===== src/inc/holdover_freq_select_pkg.sv =====
package holdover_freq_select_pkg;
  // Register addresses on the device register port.
  localparam logic [7:0] addr_freq_low = 8'h3e;
  localparam logic [7:0] addr_freq_mid = 8'h3f;
  localparam logic [7:0] addr_mode_control = 8'h40;
  // Values after reset.
  localparam logic [7:0] mode_control_reset = 8'h88;
  localparam logic [7:0] freq_byte_reset = 8'h00;
  // Field positions inside the mode control register.
  localparam int bit_auto_averaging = 7;
  localparam int bit_fast_averaging = 6;
  localparam int bit_read_average = 5;
  localparam int mini_mode_hi = 4;
  localparam int mini_mode_lo = 3;
  localparam int freq_top_hi = 2;
  // Mini-holdover source codes.
  localparam logic [1:0] mini_as_full = 2'h0;
  localparam logic [1:0] mini_frozen = 2'h1;
  localparam logic [1:0] mini_fast = 2'h2;
  localparam logic [1:0] mini_slow = 2'h3;
  // Source of the frequency applied to the main timing loop.
  typedef enum logic [3:0] {
    src_manual = 4'b0001,
    src_frozen = 4'b0010,
    src_fast = 4'b0100,
    src_slow = 4'b1000
  } freq_source_e;
endpackage : holdover_freq_select_pkg


===== src/design/holdover_freq_select.sv =====
// Contract
// Averaging disabled: holdover uses the manual value or an instantly frozen value.
// Averaging enabled: holdover uses the averaged frequency unless manual is engaged.
// Rate select bit: 0 chooses slow average, 1 chooses fast average.
// Readback bit 0: manual frequency word reads back what software wrote.
// Readback bit 1: manual word reads the fast or slow averaged frequency.
// Mini source 00 follows full holdover choice; 01 freezes instantly.
// Mini source 10 takes the fast average; 11 takes the slow average.
// Mode control register is read/write at 0x40, resetting to 0x88.
// Bits 15 to 8 of the manual word sit in their own register.
// Control bits 2 to 0 hold bits 18 to 16 of the manual word.
// Temporary input loss while locked enters mini-holdover with its own source.
module holdover_freq_select #(
  parameter int freq_width = 19
) (
  input wire logic clk_sys,
  input wire logic reset_n,
  input wire logic [7:0] reg_addr,
  input wire logic reg_write,
  input wire logic [7:0] reg_wdata,
  output logic [7:0] reg_rdata,
  input wire logic holdover_active,
  input wire logic locked,
  input wire logic input_lost,
  input wire logic manual_engaged,
  input wire logic [freq_width-1:0] current_freq,
  input wire logic [freq_width-1:0] fast_average,
  input wire logic [freq_width-1:0] slow_average,
  output logic averaging_fast,
  output logic mini_holdover,
  output logic [3:0] freq_source,
  output logic [freq_width-1:0] holdover_freq
);

  // Registers reachable from the register port. The mode register carries the
  // control fields and the top three bits of the manual word.
  logic [7:0] mode_control;
  logic [7:0] freq_low;
  logic [7:0] freq_mid;
  // Write strobes, one for each register, decoded from the address.
  logic write_mode;
  logic write_mid;
  logic write_low;
  // Control fields pulled out of the mode register by name.
  logic auto_averaging;
  logic read_average;
  logic [1:0] mini_mode;
  // Frequency words handled inside the block.
  logic [freq_width-1:0] manual_freq;
  logic [freq_width-1:0] selected_average;
  logic [freq_width-1:0] frozen_freq;
  logic [freq_width-1:0] frozen_value;
  logic [freq_width-1:0] readback_word;
  logic [freq_width-1:0] next_holdover_freq;
  // Hold state in this cycle and on the previous edge.
  logic in_hold;
  logic in_hold_d;
  logic mini_only;
  // Source picked by the full holdover rules, then after the mini-holdover override.
  holdover_freq_select_pkg::freq_source_e full_source;
  holdover_freq_select_pkg::freq_source_e next_source;

  // Write address decode. At most one strobe is high in a cycle, and a write
  // to any address outside the three registers leaves every register alone.
  always_comb begin
    write_mode = 1'b0;
    write_mid = 1'b0;
    write_low = 1'b0;
    if (reg_write) begin
      if (reg_addr == holdover_freq_select_pkg::addr_mode_control) begin
        write_mode = 1'b1;
      end else if (reg_addr == holdover_freq_select_pkg::addr_freq_mid) begin
        write_mid = 1'b1;
      end else if (reg_addr == holdover_freq_select_pkg::addr_freq_low) begin
        write_low = 1'b1;
      end
    end
  end

  // Mode control register. After reset, averaging is on at the slow rate,
  // readback shows the written word and mini-holdover freezes instantly.
  always_ff @(posedge clk_sys or negedge reset_n) begin
    if (!reset_n) begin
      mode_control <= holdover_freq_select_pkg::mode_control_reset;
    end else if (write_mode) begin
      mode_control <= reg_wdata;
    end
  end

  // Middle byte of the manual word, bits 15 to 8.
  always_ff @(posedge clk_sys or negedge reset_n) begin
    if (!reset_n) begin
      freq_mid <= holdover_freq_select_pkg::freq_byte_reset;
    end else if (write_mid) begin
      freq_mid <= reg_wdata;
    end
  end

  // Low byte of the manual word, bits 7 to 0.
  always_ff @(posedge clk_sys or negedge reset_n) begin
    if (!reset_n) begin
      freq_low <= holdover_freq_select_pkg::freq_byte_reset;
    end else if (write_low) begin
      freq_low <= reg_wdata;
    end
  end

  // Control fields. The rate bit is also an output, so the loop's averager
  // runs at the rate that software chose.
  assign auto_averaging = mode_control[holdover_freq_select_pkg::bit_auto_averaging];
  assign averaging_fast = mode_control[holdover_freq_select_pkg::bit_fast_averaging];
  assign read_average = mode_control[holdover_freq_select_pkg::bit_read_average];
  assign mini_mode = mode_control[holdover_freq_select_pkg::mini_mode_hi:
                                  holdover_freq_select_pkg::mini_mode_lo];

  // Manual word. Its top three bits sit in the mode register and its middle
  // and low bytes in their own registers. Software writes the bytes one at a
  // time, so the word is only whole once the last of them has landed.
  assign manual_freq = freq_width'({mode_control[holdover_freq_select_pkg::freq_top_hi:0],
                                    freq_mid, freq_low});

  // Averaged frequency at the chosen rate, used only by readback; holdover picks the fast or slow average itself.
  assign selected_average = averaging_fast ? fast_average : slow_average;

  // Mini-holdover is a short loss of input while locked. It only steers the
  // source while full holdover is off, since full holdover has its own choice.
  assign mini_holdover = locked && input_lost;
  assign mini_only = mini_holdover && !holdover_active;
  assign in_hold = holdover_active || mini_holdover;

  // Hold history. A low value marks a cycle on which the frozen register still
  // loads, and that includes the first cycle of a hold.
  always_ff @(posedge clk_sys or negedge reset_n) begin
    if (!reset_n) begin
      in_hold_d <= 1'b0;
    end else begin
      in_hold_d <= in_hold;
    end
  end

  // Frozen frequency. It follows the input until the first cycle of a hold,
  // takes the input on that edge and then keeps it until the hold ends. Both
  // hold states share it, so a mini-holdover that grows into full holdover
  // keeps the value caught at the start of the loss.
  always_ff @(posedge clk_sys or negedge reset_n) begin
    if (!reset_n) begin
      frozen_freq <= '0;
    end else if (!in_hold_d) begin
      frozen_freq <= current_freq;
    end
  end

  // On the first hold cycle the register is still loading, so the live input is
  // handed on; it is the very value that the register keeps from then on.
  assign frozen_value = in_hold_d ? frozen_freq : current_freq;

  // Full holdover source first: manual beats averaging, averaging beats the
  // frozen value. The mini-holdover field then overrides it while only a short
  // loss is in progress.
  always_comb begin
    if (manual_engaged) begin
      full_source = holdover_freq_select_pkg::src_manual;
    end else if (auto_averaging) begin
      if (averaging_fast) begin
        full_source = holdover_freq_select_pkg::src_fast;
      end else begin
        full_source = holdover_freq_select_pkg::src_slow;
      end
    end else begin
      full_source = holdover_freq_select_pkg::src_frozen;
    end
    next_source = full_source;
    if (mini_only) begin
      case (mini_mode)
        holdover_freq_select_pkg::mini_as_full: begin
          next_source = full_source;
        end
        holdover_freq_select_pkg::mini_frozen: begin
          next_source = holdover_freq_select_pkg::src_frozen;
        end
        holdover_freq_select_pkg::mini_fast: begin
          next_source = holdover_freq_select_pkg::src_fast;
        end
        default: begin
          next_source = holdover_freq_select_pkg::src_slow;
        end
      endcase
    end
  end

  // Frequency that goes with the chosen source.
  always_comb begin
    case (next_source)
      holdover_freq_select_pkg::src_manual: begin
        next_holdover_freq = manual_freq;
      end
      holdover_freq_select_pkg::src_frozen: begin
        next_holdover_freq = frozen_value;
      end
      holdover_freq_select_pkg::src_fast: begin
        next_holdover_freq = fast_average;
      end
      default: begin
        next_holdover_freq = slow_average;
      end
    endcase
  end

  // Source code handed to the loop, registered so that it changes only on a
  // clock edge and stays one-hot throughout.
  always_ff @(posedge clk_sys or negedge reset_n) begin
    if (!reset_n) begin
      freq_source <= holdover_freq_select_pkg::src_manual;
    end else begin
      freq_source <= next_source;
    end
  end

  // Holdover frequency handed to the loop, registered beside its source code
  // so that the two always change on the same edge.
  always_ff @(posedge clk_sys or negedge reset_n) begin
    if (!reset_n) begin
      holdover_freq <= '0;
    end else begin
      holdover_freq <= next_holdover_freq;
    end
  end

  // Readback word for the manual frequency registers. With the readback bit
  // set, software sees the averager's output in place of what it wrote.
  assign readback_word = read_average ? selected_average : manual_freq;

  // Read mux. Reads have no side effects, and unmapped addresses read zero.
  always_comb begin
    if (reg_addr == holdover_freq_select_pkg::addr_freq_low) begin
      reg_rdata = readback_word[7:0];
    end else if (reg_addr == holdover_freq_select_pkg::addr_freq_mid) begin
      reg_rdata = readback_word[15:8];
    end else if (reg_addr == holdover_freq_select_pkg::addr_mode_control) begin
      reg_rdata = mode_control;
      if (read_average) begin
        reg_rdata[2:0] = readback_word[18:16];
      end
    end else begin
      reg_rdata = 8'h00;
    end
  end

endmodule : holdover_freq_select


===== config.mk =====
export PLATFORM = sky130hd
export DESIGN_NAME = holdover_freq_select
export DESIGN_NICKNAME = d
export VERILOG_FILES = /design/src/inc/holdover_freq_select_pkg.sv /design/src/design/holdover_freq_select.sv
export SDC_FILE = /design/constraint.sdc
export NUM_CORES = 1
export LEC_CHECK = 0
export BUFFER_PORTS_ARGS = -buffer_cell sky130_fd_sc_hd__buf_4
export CORE_MARGIN = 3
export CORE_UTILIZATION = 40
export CTS_CLUSTER_SIZE = 28
export DETAILED_ROUTE_END_ITERATION = 12
export PLACE_DENSITY = 0.67
export SYNTH_ARGS = -nofsm -noshare
export SYNTH_HDL_FRONTEND = slang
export SYNTH_SLANG_ARGS = --single-unit

===== constraint.sdc =====
create_clock -name clk_sys -period 2.6 [get_ports clk_sys]
set_clock_uncertainty 0.2 [all_clocks]
set_input_delay 0.26 -clock clk_sys [delete_from_list [all_inputs] [get_ports clk_sys]]
set_output_delay 0.26 -clock clk_sys [all_outputs]
set_load 0.03 [all_outputs]

Word level (Yosys, flattened, before mapping)
Cells that the tools add are included.

storage, ports and cells
  flip-flop bits (word level) = 67
  input bits = 80
  output and inout port bits = 33
  word-level logic and storage cells = 42

cells by class
  equality and inequality tests = 8
  multiplexer cells = 22
  reduce and logical (&&, ||, !) cells = 5

operator list
  cell                                                                   count
  19-bit two-way mux                                                     3
  19-bit case mux with 3 select lines                                    1
  8-bit two-way mux                                                      3
  8-bit by 6-bit equality test with 1-bit output, second input constant  2
  4-bit two-way mux                                                      4
  4-bit case mux with 3 select lines                                     1
  1-bit two-way mux                                                      9
  8-bit by 7-bit equality test with 1-bit output, second input constant  1
  4-bit by 1-bit equality test with 1-bit output, second input constant  1
  4-bit by 2-bit equality test with 1-bit output, second input constant  1
  4-bit by 3-bit equality test with 1-bit output, second input constant  1
  3-bit two-way mux                                                      1
  2-bit by 1-bit equality test with 1-bit output, second input constant  1
  2-bit equality test, second input constant                             1
  1-bit logical AND                                                      2
  2-bit logical NOT                                                      1
  1-bit logical NOT                                                      1
  1-bit logical OR                                                       1

Logic depth before layout (Yosys ltp)
Gate-level depths: netlist of the first run.

  depth in word-level cells = 7
  depth in mapped cells = 9
  depth with buffers taken out = 8

Worst setup path after synthesis of the first run
Ideal clock, no wire load.

  kind = register to register
  from = register mode_control[3]
  to = register holdover_freq[17]
  setup time = 0.144 ns
  data arrival time = 2.175 ns
  required time = 2.256 ns
  setup slack = 0.080 ns
  stages on the path, launching flop included = 9
  buffers on the path = 1
  period minus slack after synthesis = 2.520 ns
  cells stage by stage = dfstp_2 > inv_1 > ha_1 > nand4bb_2 > or2_1 > o211a_1 > buf_2 > a2111oi_0 > a31oi_2

between the ends
  longest elaborated chain between the ends = 5
  elaborated cells on any way between the ends = 9
  those cells by class = eq/ne (5); mux (3); reduce/logical (1)

RTL lines
  item                                                                          line                         text
  start, declared                                                               holdover_freq_select.sv:37   logic [7:0] mode_control;
  start signal, assigned                                                        holdover_freq_select.sv:84   mode_control <= holdover_freq_select_pkg::mode_control_reset;
  start signal, assigned                                                        holdover_freq_select.sv:86   mode_control <= reg_wdata;
  2-bit equality test, or another cell as far along                             holdover_freq_select.sv:174  case (mini_mode)
  4-bit case mux with 3 select lines (*)                                        holdover_freq_select.sv:174
  4-bit two-way mux (*)                                                         holdover_freq_select.sv:173  if (mini_only) begin
  4-bit by 3-bit equality test with 1-bit output, or another cell as far along  holdover_freq_select.sv:193  case (next_source)
  19-bit case mux with 3 select lines (*)                                       holdover_freq_select.sv:193
  via next_holdover_freq[17]                                                    holdover_freq_select.sv:54   logic [freq_width-1:0] next_holdover_freq;
  end signal, assigned                                                          holdover_freq_select.sv:225  holdover_freq <= next_holdover_freq;
  end, declared                                                                 holdover_freq_select.sv:32   output logic [freq_width-1:0] holdover_freq

Mark *: on every way through the listed nets, which the timed path passes. The rest lies on a longest branch.
A chain may end at the register's enable or synchronous reset.

Worst setup path after layout of the first run
  from = input port holdover_active
  to = register holdover_freq[2]

between the ends
  longest elaborated chain between the ends = 5
  elaborated cells on any way between the ends = 7
  those cells by class = eq/ne (3); mux (2); reduce/logical (2)

RTL lines
  item                                                                          line                         text
  start, declared                                                               holdover_freq_select.sv:22   input wire logic holdover_active,
  1-bit logical NOT (*)                                                         holdover_freq_select.sv:128  assign mini_only = mini_holdover && !holdover_active;
  1-bit logical AND (*)                                                         holdover_freq_select.sv:128
  4-bit two-way mux (*)                                                         holdover_freq_select.sv:173
  4-bit by 3-bit equality test with 1-bit output, or another cell as far along  holdover_freq_select.sv:193
  19-bit case mux with 3 select lines (*)                                       holdover_freq_select.sv:193
  via next_holdover_freq[2]                                                     holdover_freq_select.sv:54

Marks and branches as above.

==> impl_metrics.json, run 1 <==
{
  "io_buffers": 112,
  "period_needed_ps": 2513,
  "critPathLaunchType": "input pin",
  "crit_fanout": 18,
  "dpl.hpwl_um": 7747,
  "fin_ws_ps": 87.23,
  "syn_inst": 324,
  "synth.avg_cell_area_um2": 11.12,
  "hold_ws_ps": 22.63,
  "worstSetupPathType": "in -> reg",
  "peakVddDrop_mv": 0.3346,
  "yosysSeqAreaShare_pct": 46.65,
  "final_cell_area_um2": 5328,
  "die_area_um2": 10180,
  "critPathRequiredTime_ps": 2610,
  "status": "finished clean",
  "first_iter_violations": 197,
  "tightest_slew_ps": 817.9,
  "synthMuxAreaShare_pct": 17.71,
  "max_slew_margin_pct": 45.47,
  "routedWlPerCell_um": 17.69,
  "dieHeight_um": 100.9,
  "fin_crit_sh_pct": 96.65,
  "die_x_um": 100.9,
  "wl_met1_um": 4698,
  "placed_area_um2": 4558,
  "fill_cells": 682,
  "clkLatencyLatePin_ps": 350,
  "wl_met2_um": 4953,
  "drtPass1Iterations": 5,
  "nets": 571,
  "path_clk_slew_ps": 80,
  "clock_sinks": 67,
  "cts_tree": "built",
  "final_max_slew_viol_count": 0,
  "synth_adder_area_share_pct": 0.3473,
  "powerDensity_nw_per_um2": 516.7,
  "cts_setup_buffers": 0,
  "gp_congestion": 0.9430,
  "synth-simple-area-share_pct": 10.35,
  "synth_top_family_by_area": "compound AO/OA/AOI/OAI gates",
  "wirelength_um": 10610,
  "grt_pass1_wl_um": 16680,
  "netlist_area_um2": 3602,
  "route.detailed.drc": 0,
  "setup_viol": 0,
  "num_antenna_cells": 0,
  "worstPathArrival_ps": 2520,
  "grt_overflow": 0,
  "final_cell_mix": "buf_4, dfrtp_1, dlygate4sd3_1",
  "hold_path.class": "in -> reg",
  "synth_cell_type_count": 49,
  "cts_buffer_depth": 2,
  "dp_worst_setup_slack_ps": 42.72,
  "async_flop_share_pct": 100.0,
  "dr_wl_met3_um": 687,
  "grt_pass1_vias": 3260,
  "max_freq_mhz": 398.0,
  "reg2regPathDepth": 8,
  "clock-root-buffer": "clkbuf_8",
  "final_common_cell": "buf_4",
  "synth_fp_nets": 405,
  "pin_count": 113,
  "area_growth_pct": 47.90,
  "synth_compound_area_share_pct": 19.21,
  "htreeDepth": 3,
  "rsz0062_at_grt": "true",
  "max_cap_viol_count": 0,
  "track_usage_pct": 21.14,
  "numCtsBuffers": 9,
  "hold_depth": 3,
  "hold_violations": 0,
  "synthFlopType": "dfrtp_1",
  "cellLeakagePower_nw": 2.462,
  "synth-xor-area-share_pct": 0,
  "initial_core_util_pct": 42.56,
  "drive_gt1_share_pct": 42.42,
  "num_rows": 33,
  "viasPerCell": 5.310,
  "coreArea_um2": 8464,
  "highest_layer": "met4",
  "cp-end-kind": "flip-flop",
  "ys_ff_latch": 67,
  "num_vias": 3186,
  "synth_enable_flop_cells": 0,
  "finalSetupTns_ps": 0,
  "grt_max_degree": 68,
  "antenna_found_initial": 0,
  "yosysWarnings": 0,
  "postRouteAntennaNets": 0
}
## metal layers
layer,vias to the layer above,global-route usage (%)
li1,1536,-
met1,1503,29.01
met2,123,32.56
met3,24,5.121
met4,0,7.669
met5,-,0
## layout make-up
cell class	instances	area [µm²]	area share, %
clock buffers	9	123.9	2.325
clock inverters	7	101.3	1.902
inverters	21	78.83	1.480
multi-input cells	213	1740	32.67
flip-flops and latches	67	1682	31.56
well taps	105	131.4	2.466
repair buffers	178	1470	27.60
## kinds of logic (layout without fill, tap and decap cells)
kind of cell / Yosys count / after routing
simple gates: 68 / 68
fa+ha+maj: 1 / 1
buf+inv: 44 / 215
mux: 57 / 57
compound gates: 87 / 87
flops: 67 / 67
## registers in the layout, summed over array words and instances (netlist names)
| signal | count |
|---|---|
| frozen_freq | 19 |
| holdover_freq | 19 |
| freq_low | 8 |
| freq_mid | 8 |
| mode_control | 8 |
| freq_source | 4 |
| in_hold_d | 1 |
## synthesized netlist by cell type, types with 8 or more instances
| cell type | n | area [µm²] |
|---|---|---|
| dfrtp_1 | 64 | 1602 |
| mux2_2 | 44 | 495.5 |
| a22oi_1 | 22 | 165.2 |
| inv_1 | 20 | 75.07 |
| nand2_1 | 19 | 71.32 |
| nand3_1 | 18 | 90.09 |
| o211ai_1 | 15 | 112.6 |
| mux2i_1 | 12 | 120.1 |
| clkbuf_1 | 11 | 41.29 |
| o21ai_0 | 10 | 50.05 |
| nor2_1 | 8 | 30.03 |
| o211ai_2 | 8 | 100.1 |
## through the flow
step	power [mW]	instances	utilization, %
2_1_floorplan	1.475	324	-
3_3_place_gp	1.718	532	53.85
3_5_place_dp	1.728	532	53.85
4_1_cts	2.768	600	62.66
5_1_grt	2.871	600	62.94
6_report	2.753	600	62.94
## what timing repair did
action	in CTS	in global routing
resized for setup	0	4
hold buffers	52	0
setup endpoints to repair	0	21
hold endpoints to repair	124	0
## critical path, stage by stage
cell and delay, ps:
dlygate4sd3_1 540, buf_4 150, nand3b_1 260, a211o_1 350, a211oi_4 380, a211o_1 190, buf_4 260, o211ai_1 130
## path summary, 6_finish.rpt
check                                 from          endpoint  slack, ps
max                        holdover_active  holdover_freq[2]         90
max reg2reg                mode_control[3]  holdover_freq[2]        120
min                        slow_average[9]  holdover_freq[9]         20
min in group asynchronous          reset_n       freq_mid[7]        360
max in group asynchronous          reset_n   mode_control[6]       1290
min reg2reg                 frozen_freq[1]    frozen_freq[1]        300
## where the power goes
| part | leakage, nW | internal [mW] | switching, mW | total, mW |
|---|---|---|---|---|
| sequential | 0.841 | 1.14 | 0.0475 | 1.18 |
| clock | 0.111 | 0.547 | 0.429 | 0.976 |
| combinational | 1.51 | 0.301 | 0.292 | 0.593 |
Power figures use the tool's default switching activity.
==> run 2: changes to the inputs <==
--- a/config.mk
+++ b/config.mk
@@ -6,10 +6,10 @@
 export NUM_CORES = 1
 export LEC_CHECK = 0
 export BUFFER_PORTS_ARGS = -buffer_cell sky130_fd_sc_hd__buf_4
-export CORE_MARGIN = 3
 export CORE_UTILIZATION = 40
 export CTS_CLUSTER_SIZE = 28
 export DETAILED_ROUTE_END_ITERATION = 12
+export MAX_ROUTING_LAYER = met4
 export PLACE_DENSITY = 0.67
 export SYNTH_ARGS = -nofsm -noshare
 export SYNTH_HDL_FRONTEND = slang
==> impl_metrics.json, run 2 (synthesis gave the netlist of run 1 again) <==
{
  "status": "finished clean",
  "area_growth_pct": 43.94,
  "final-seq-area_um2": 1680,
  "crit_fanout": 12,
  "final_cell_area_um2": 5185,
  "cp-end-kind": "flip-flop",
  "num_antenna_cells": 0,
  "path_buf_inv": 3,
  "setup_viol": 0,
  "fill_cells": 730,
  "drtPass1Iterations": 5,
  "cellLeakagePower_nw": 2.393,
  "die_area_um2": 9389,
  "final_util_pct": 59.45,
  "path_clk_slew_ps": 80,
  "max_slew_margin_pct": 44.27,
  "nets": 560,
  "p_seq_share_pct": 45.0,
  "worstPathArrival_ps": 2500,
  "postRouteAntennaNets": 0,
  "cts_buffer_depth": 2,
  "io_buffers": 112,
  "routedWlPerCell_um": 16.76,
  "antenna_found_initial": 0,
  "power_frac_clock_pct": 33.3,
  "placed_area_um2": 4554,
  "grt_overflow": 0,
  "final_cell_mix": "buf_4, dfrtp_1, mux2_2",
  "critPathRequiredTime_ps": 2610,
  "p_total_mw": 2.630,
  "critPathSlowestCell": "dfstp_2",
  "num_vias": 3107,
  "numCtsBuffers": 9,
  "critPathLaunchType": "flip-flop",
  "top_regs": "frozen_freq x19, holdover_freq x19",
  "track_usage_pct": 22.22,
  "num_rows": 34,
  "swShare_pct": 28.09,
  "viasPerCell": 5.248,
  "peakVddDrop_mv": 0.2736,
  "route.detailed.drc": 0,
  "path_cells": "inv_1, ha_1, nand4bb_2, or2_1, o211a_2, buf_4, buf_4, a22oi_1, o211ai_1",
  "clock_sinks": 67,
  "p_int_mw": 1.891,
  "final_common_cell": "buf_4",
  "crit_family": "flip-flops",
  "powerDensity_nw_per_um2": 507.3,
  "hold_path.class": "in -> reg",
  "tightest_slew_ps": 836.0,
  "dieHeight_um": 96.90,
  "grt_pass1_vias": 3026,
  "cts_tree": "built",
  "period_needed_ps": 2492,
  "grt_max_degree": 68,
  "critPathMostFrequentCell": "buf_4",
  "coreArea_um2": 8721,
  "critPathMaxStageDelay_ps": 530,
  "gp_congestion": 0.9407,
  "max_freq_mhz": 401.4,
  "first_iter_violations": 230,
  "rsz0062_at_grt": "false",
  "clock-root-buffer": "clkbuf_8",
  "multi_input_area_um2": 1730,
  "hold_violations": 0,
  "wirelength_um": 9923,
  "dpl.hpwl_um": 7463,
  "drive_gt1_share_pct": 43.60,
  "htreeDepth": 3,
  "initial_core_util_pct": 41.31,
  "final_max_slew_viol_count": 0,
  "max_cap_viol_count": 0,
  "power.switching_mw": 0.7387,
  "p_comb_share_pct": 21.7,
  "clkLatencyLatePin_ps": 340,
  "die_x_um": 96.90,
  "worstSetupPathType": "reg -> reg",
  "pin_count": 113,
  "grt_pass1_wl_um": 16080,
  "fin_crit_sh_pct": 95.83,
  "finalSetupTns_ps": 0
}
-- run 2: layout make-up --
type / count / area share (%)
Clock inverter: 6 / 1.255
Clock buffer: 10 / 2.654
Timing Repair Buffer: 167 / 26.18
Sequential cell: 67 / 32.41
Multi-Input combinational cell: 213 / 33.37
Inverter: 21 / 1.520
Tap cell: 108 / 2.606
-- run 2: layer usage --
metal / wire length (µm) / global-route usage, %
met5: 0 / -
met4: 165 / 6.774
met3: 356 / 2.890
met2: 4644 / 34.07
met1: 4756 / 30.80
-- run 2: tightest hold or removal path, delay by kind of cell --
family	cells	cell delay, ps
AOI/OAI and AO/OA	2	150
buffers and inverters	1	100
-- run 2: final timing paths --
kind	to	slack, ps	cells past startpoint	startpoint
worst max-delay path	holdover_freq[5]	110	9	mode_control[3]
worst min-delay path	holdover_freq[3]	10	3	fast_average[3]
worst max register to register	holdover_freq[5]	110	9	mode_control[3]
worst min register to register	frozen_freq[11]	300	1	frozen_freq[11]
max in group asynchronous	mode_control[2]	1270	2	reset_n
min in group asynchronous	frozen_freq[5]	370	2	reset_n
-- run 2: metrics by stage --
stage / std cells / hold slack, ps / setup WS (ps)
2_1_floorplan: 324 / -235.6 / 80.44
6_report: 592 / 13.27 / 108.5
4_1_cts: 590 / 1.312 / 12.52
5_1_grt: 592 / 8.964 / 4.995
3_5_place_dp: 534 / 211.3 / 74.88
3_3_place_gp: 534 / 205.0 / 117.3
-- run 2: timing repair --
action                     4_1_cts  5_1_grt
setup endpoints to repair        0       20
resized for setup                0        4
buffers inserted                 0        2
hold buffers                    40        0
hold endpoints to repair       119        0
-- run 2: power groups by stage --
stage	clock, mW	combinational [mW]	sequential, mW
after floorplan	0	0.216	1.26
after global placement	0	0.515	1.20
after detailed placement	0	0.522	1.20
after CTS	0.886	0.572	1.18
after global routing	0.931	0.616	1.19
final	0.875	0.571	1.18
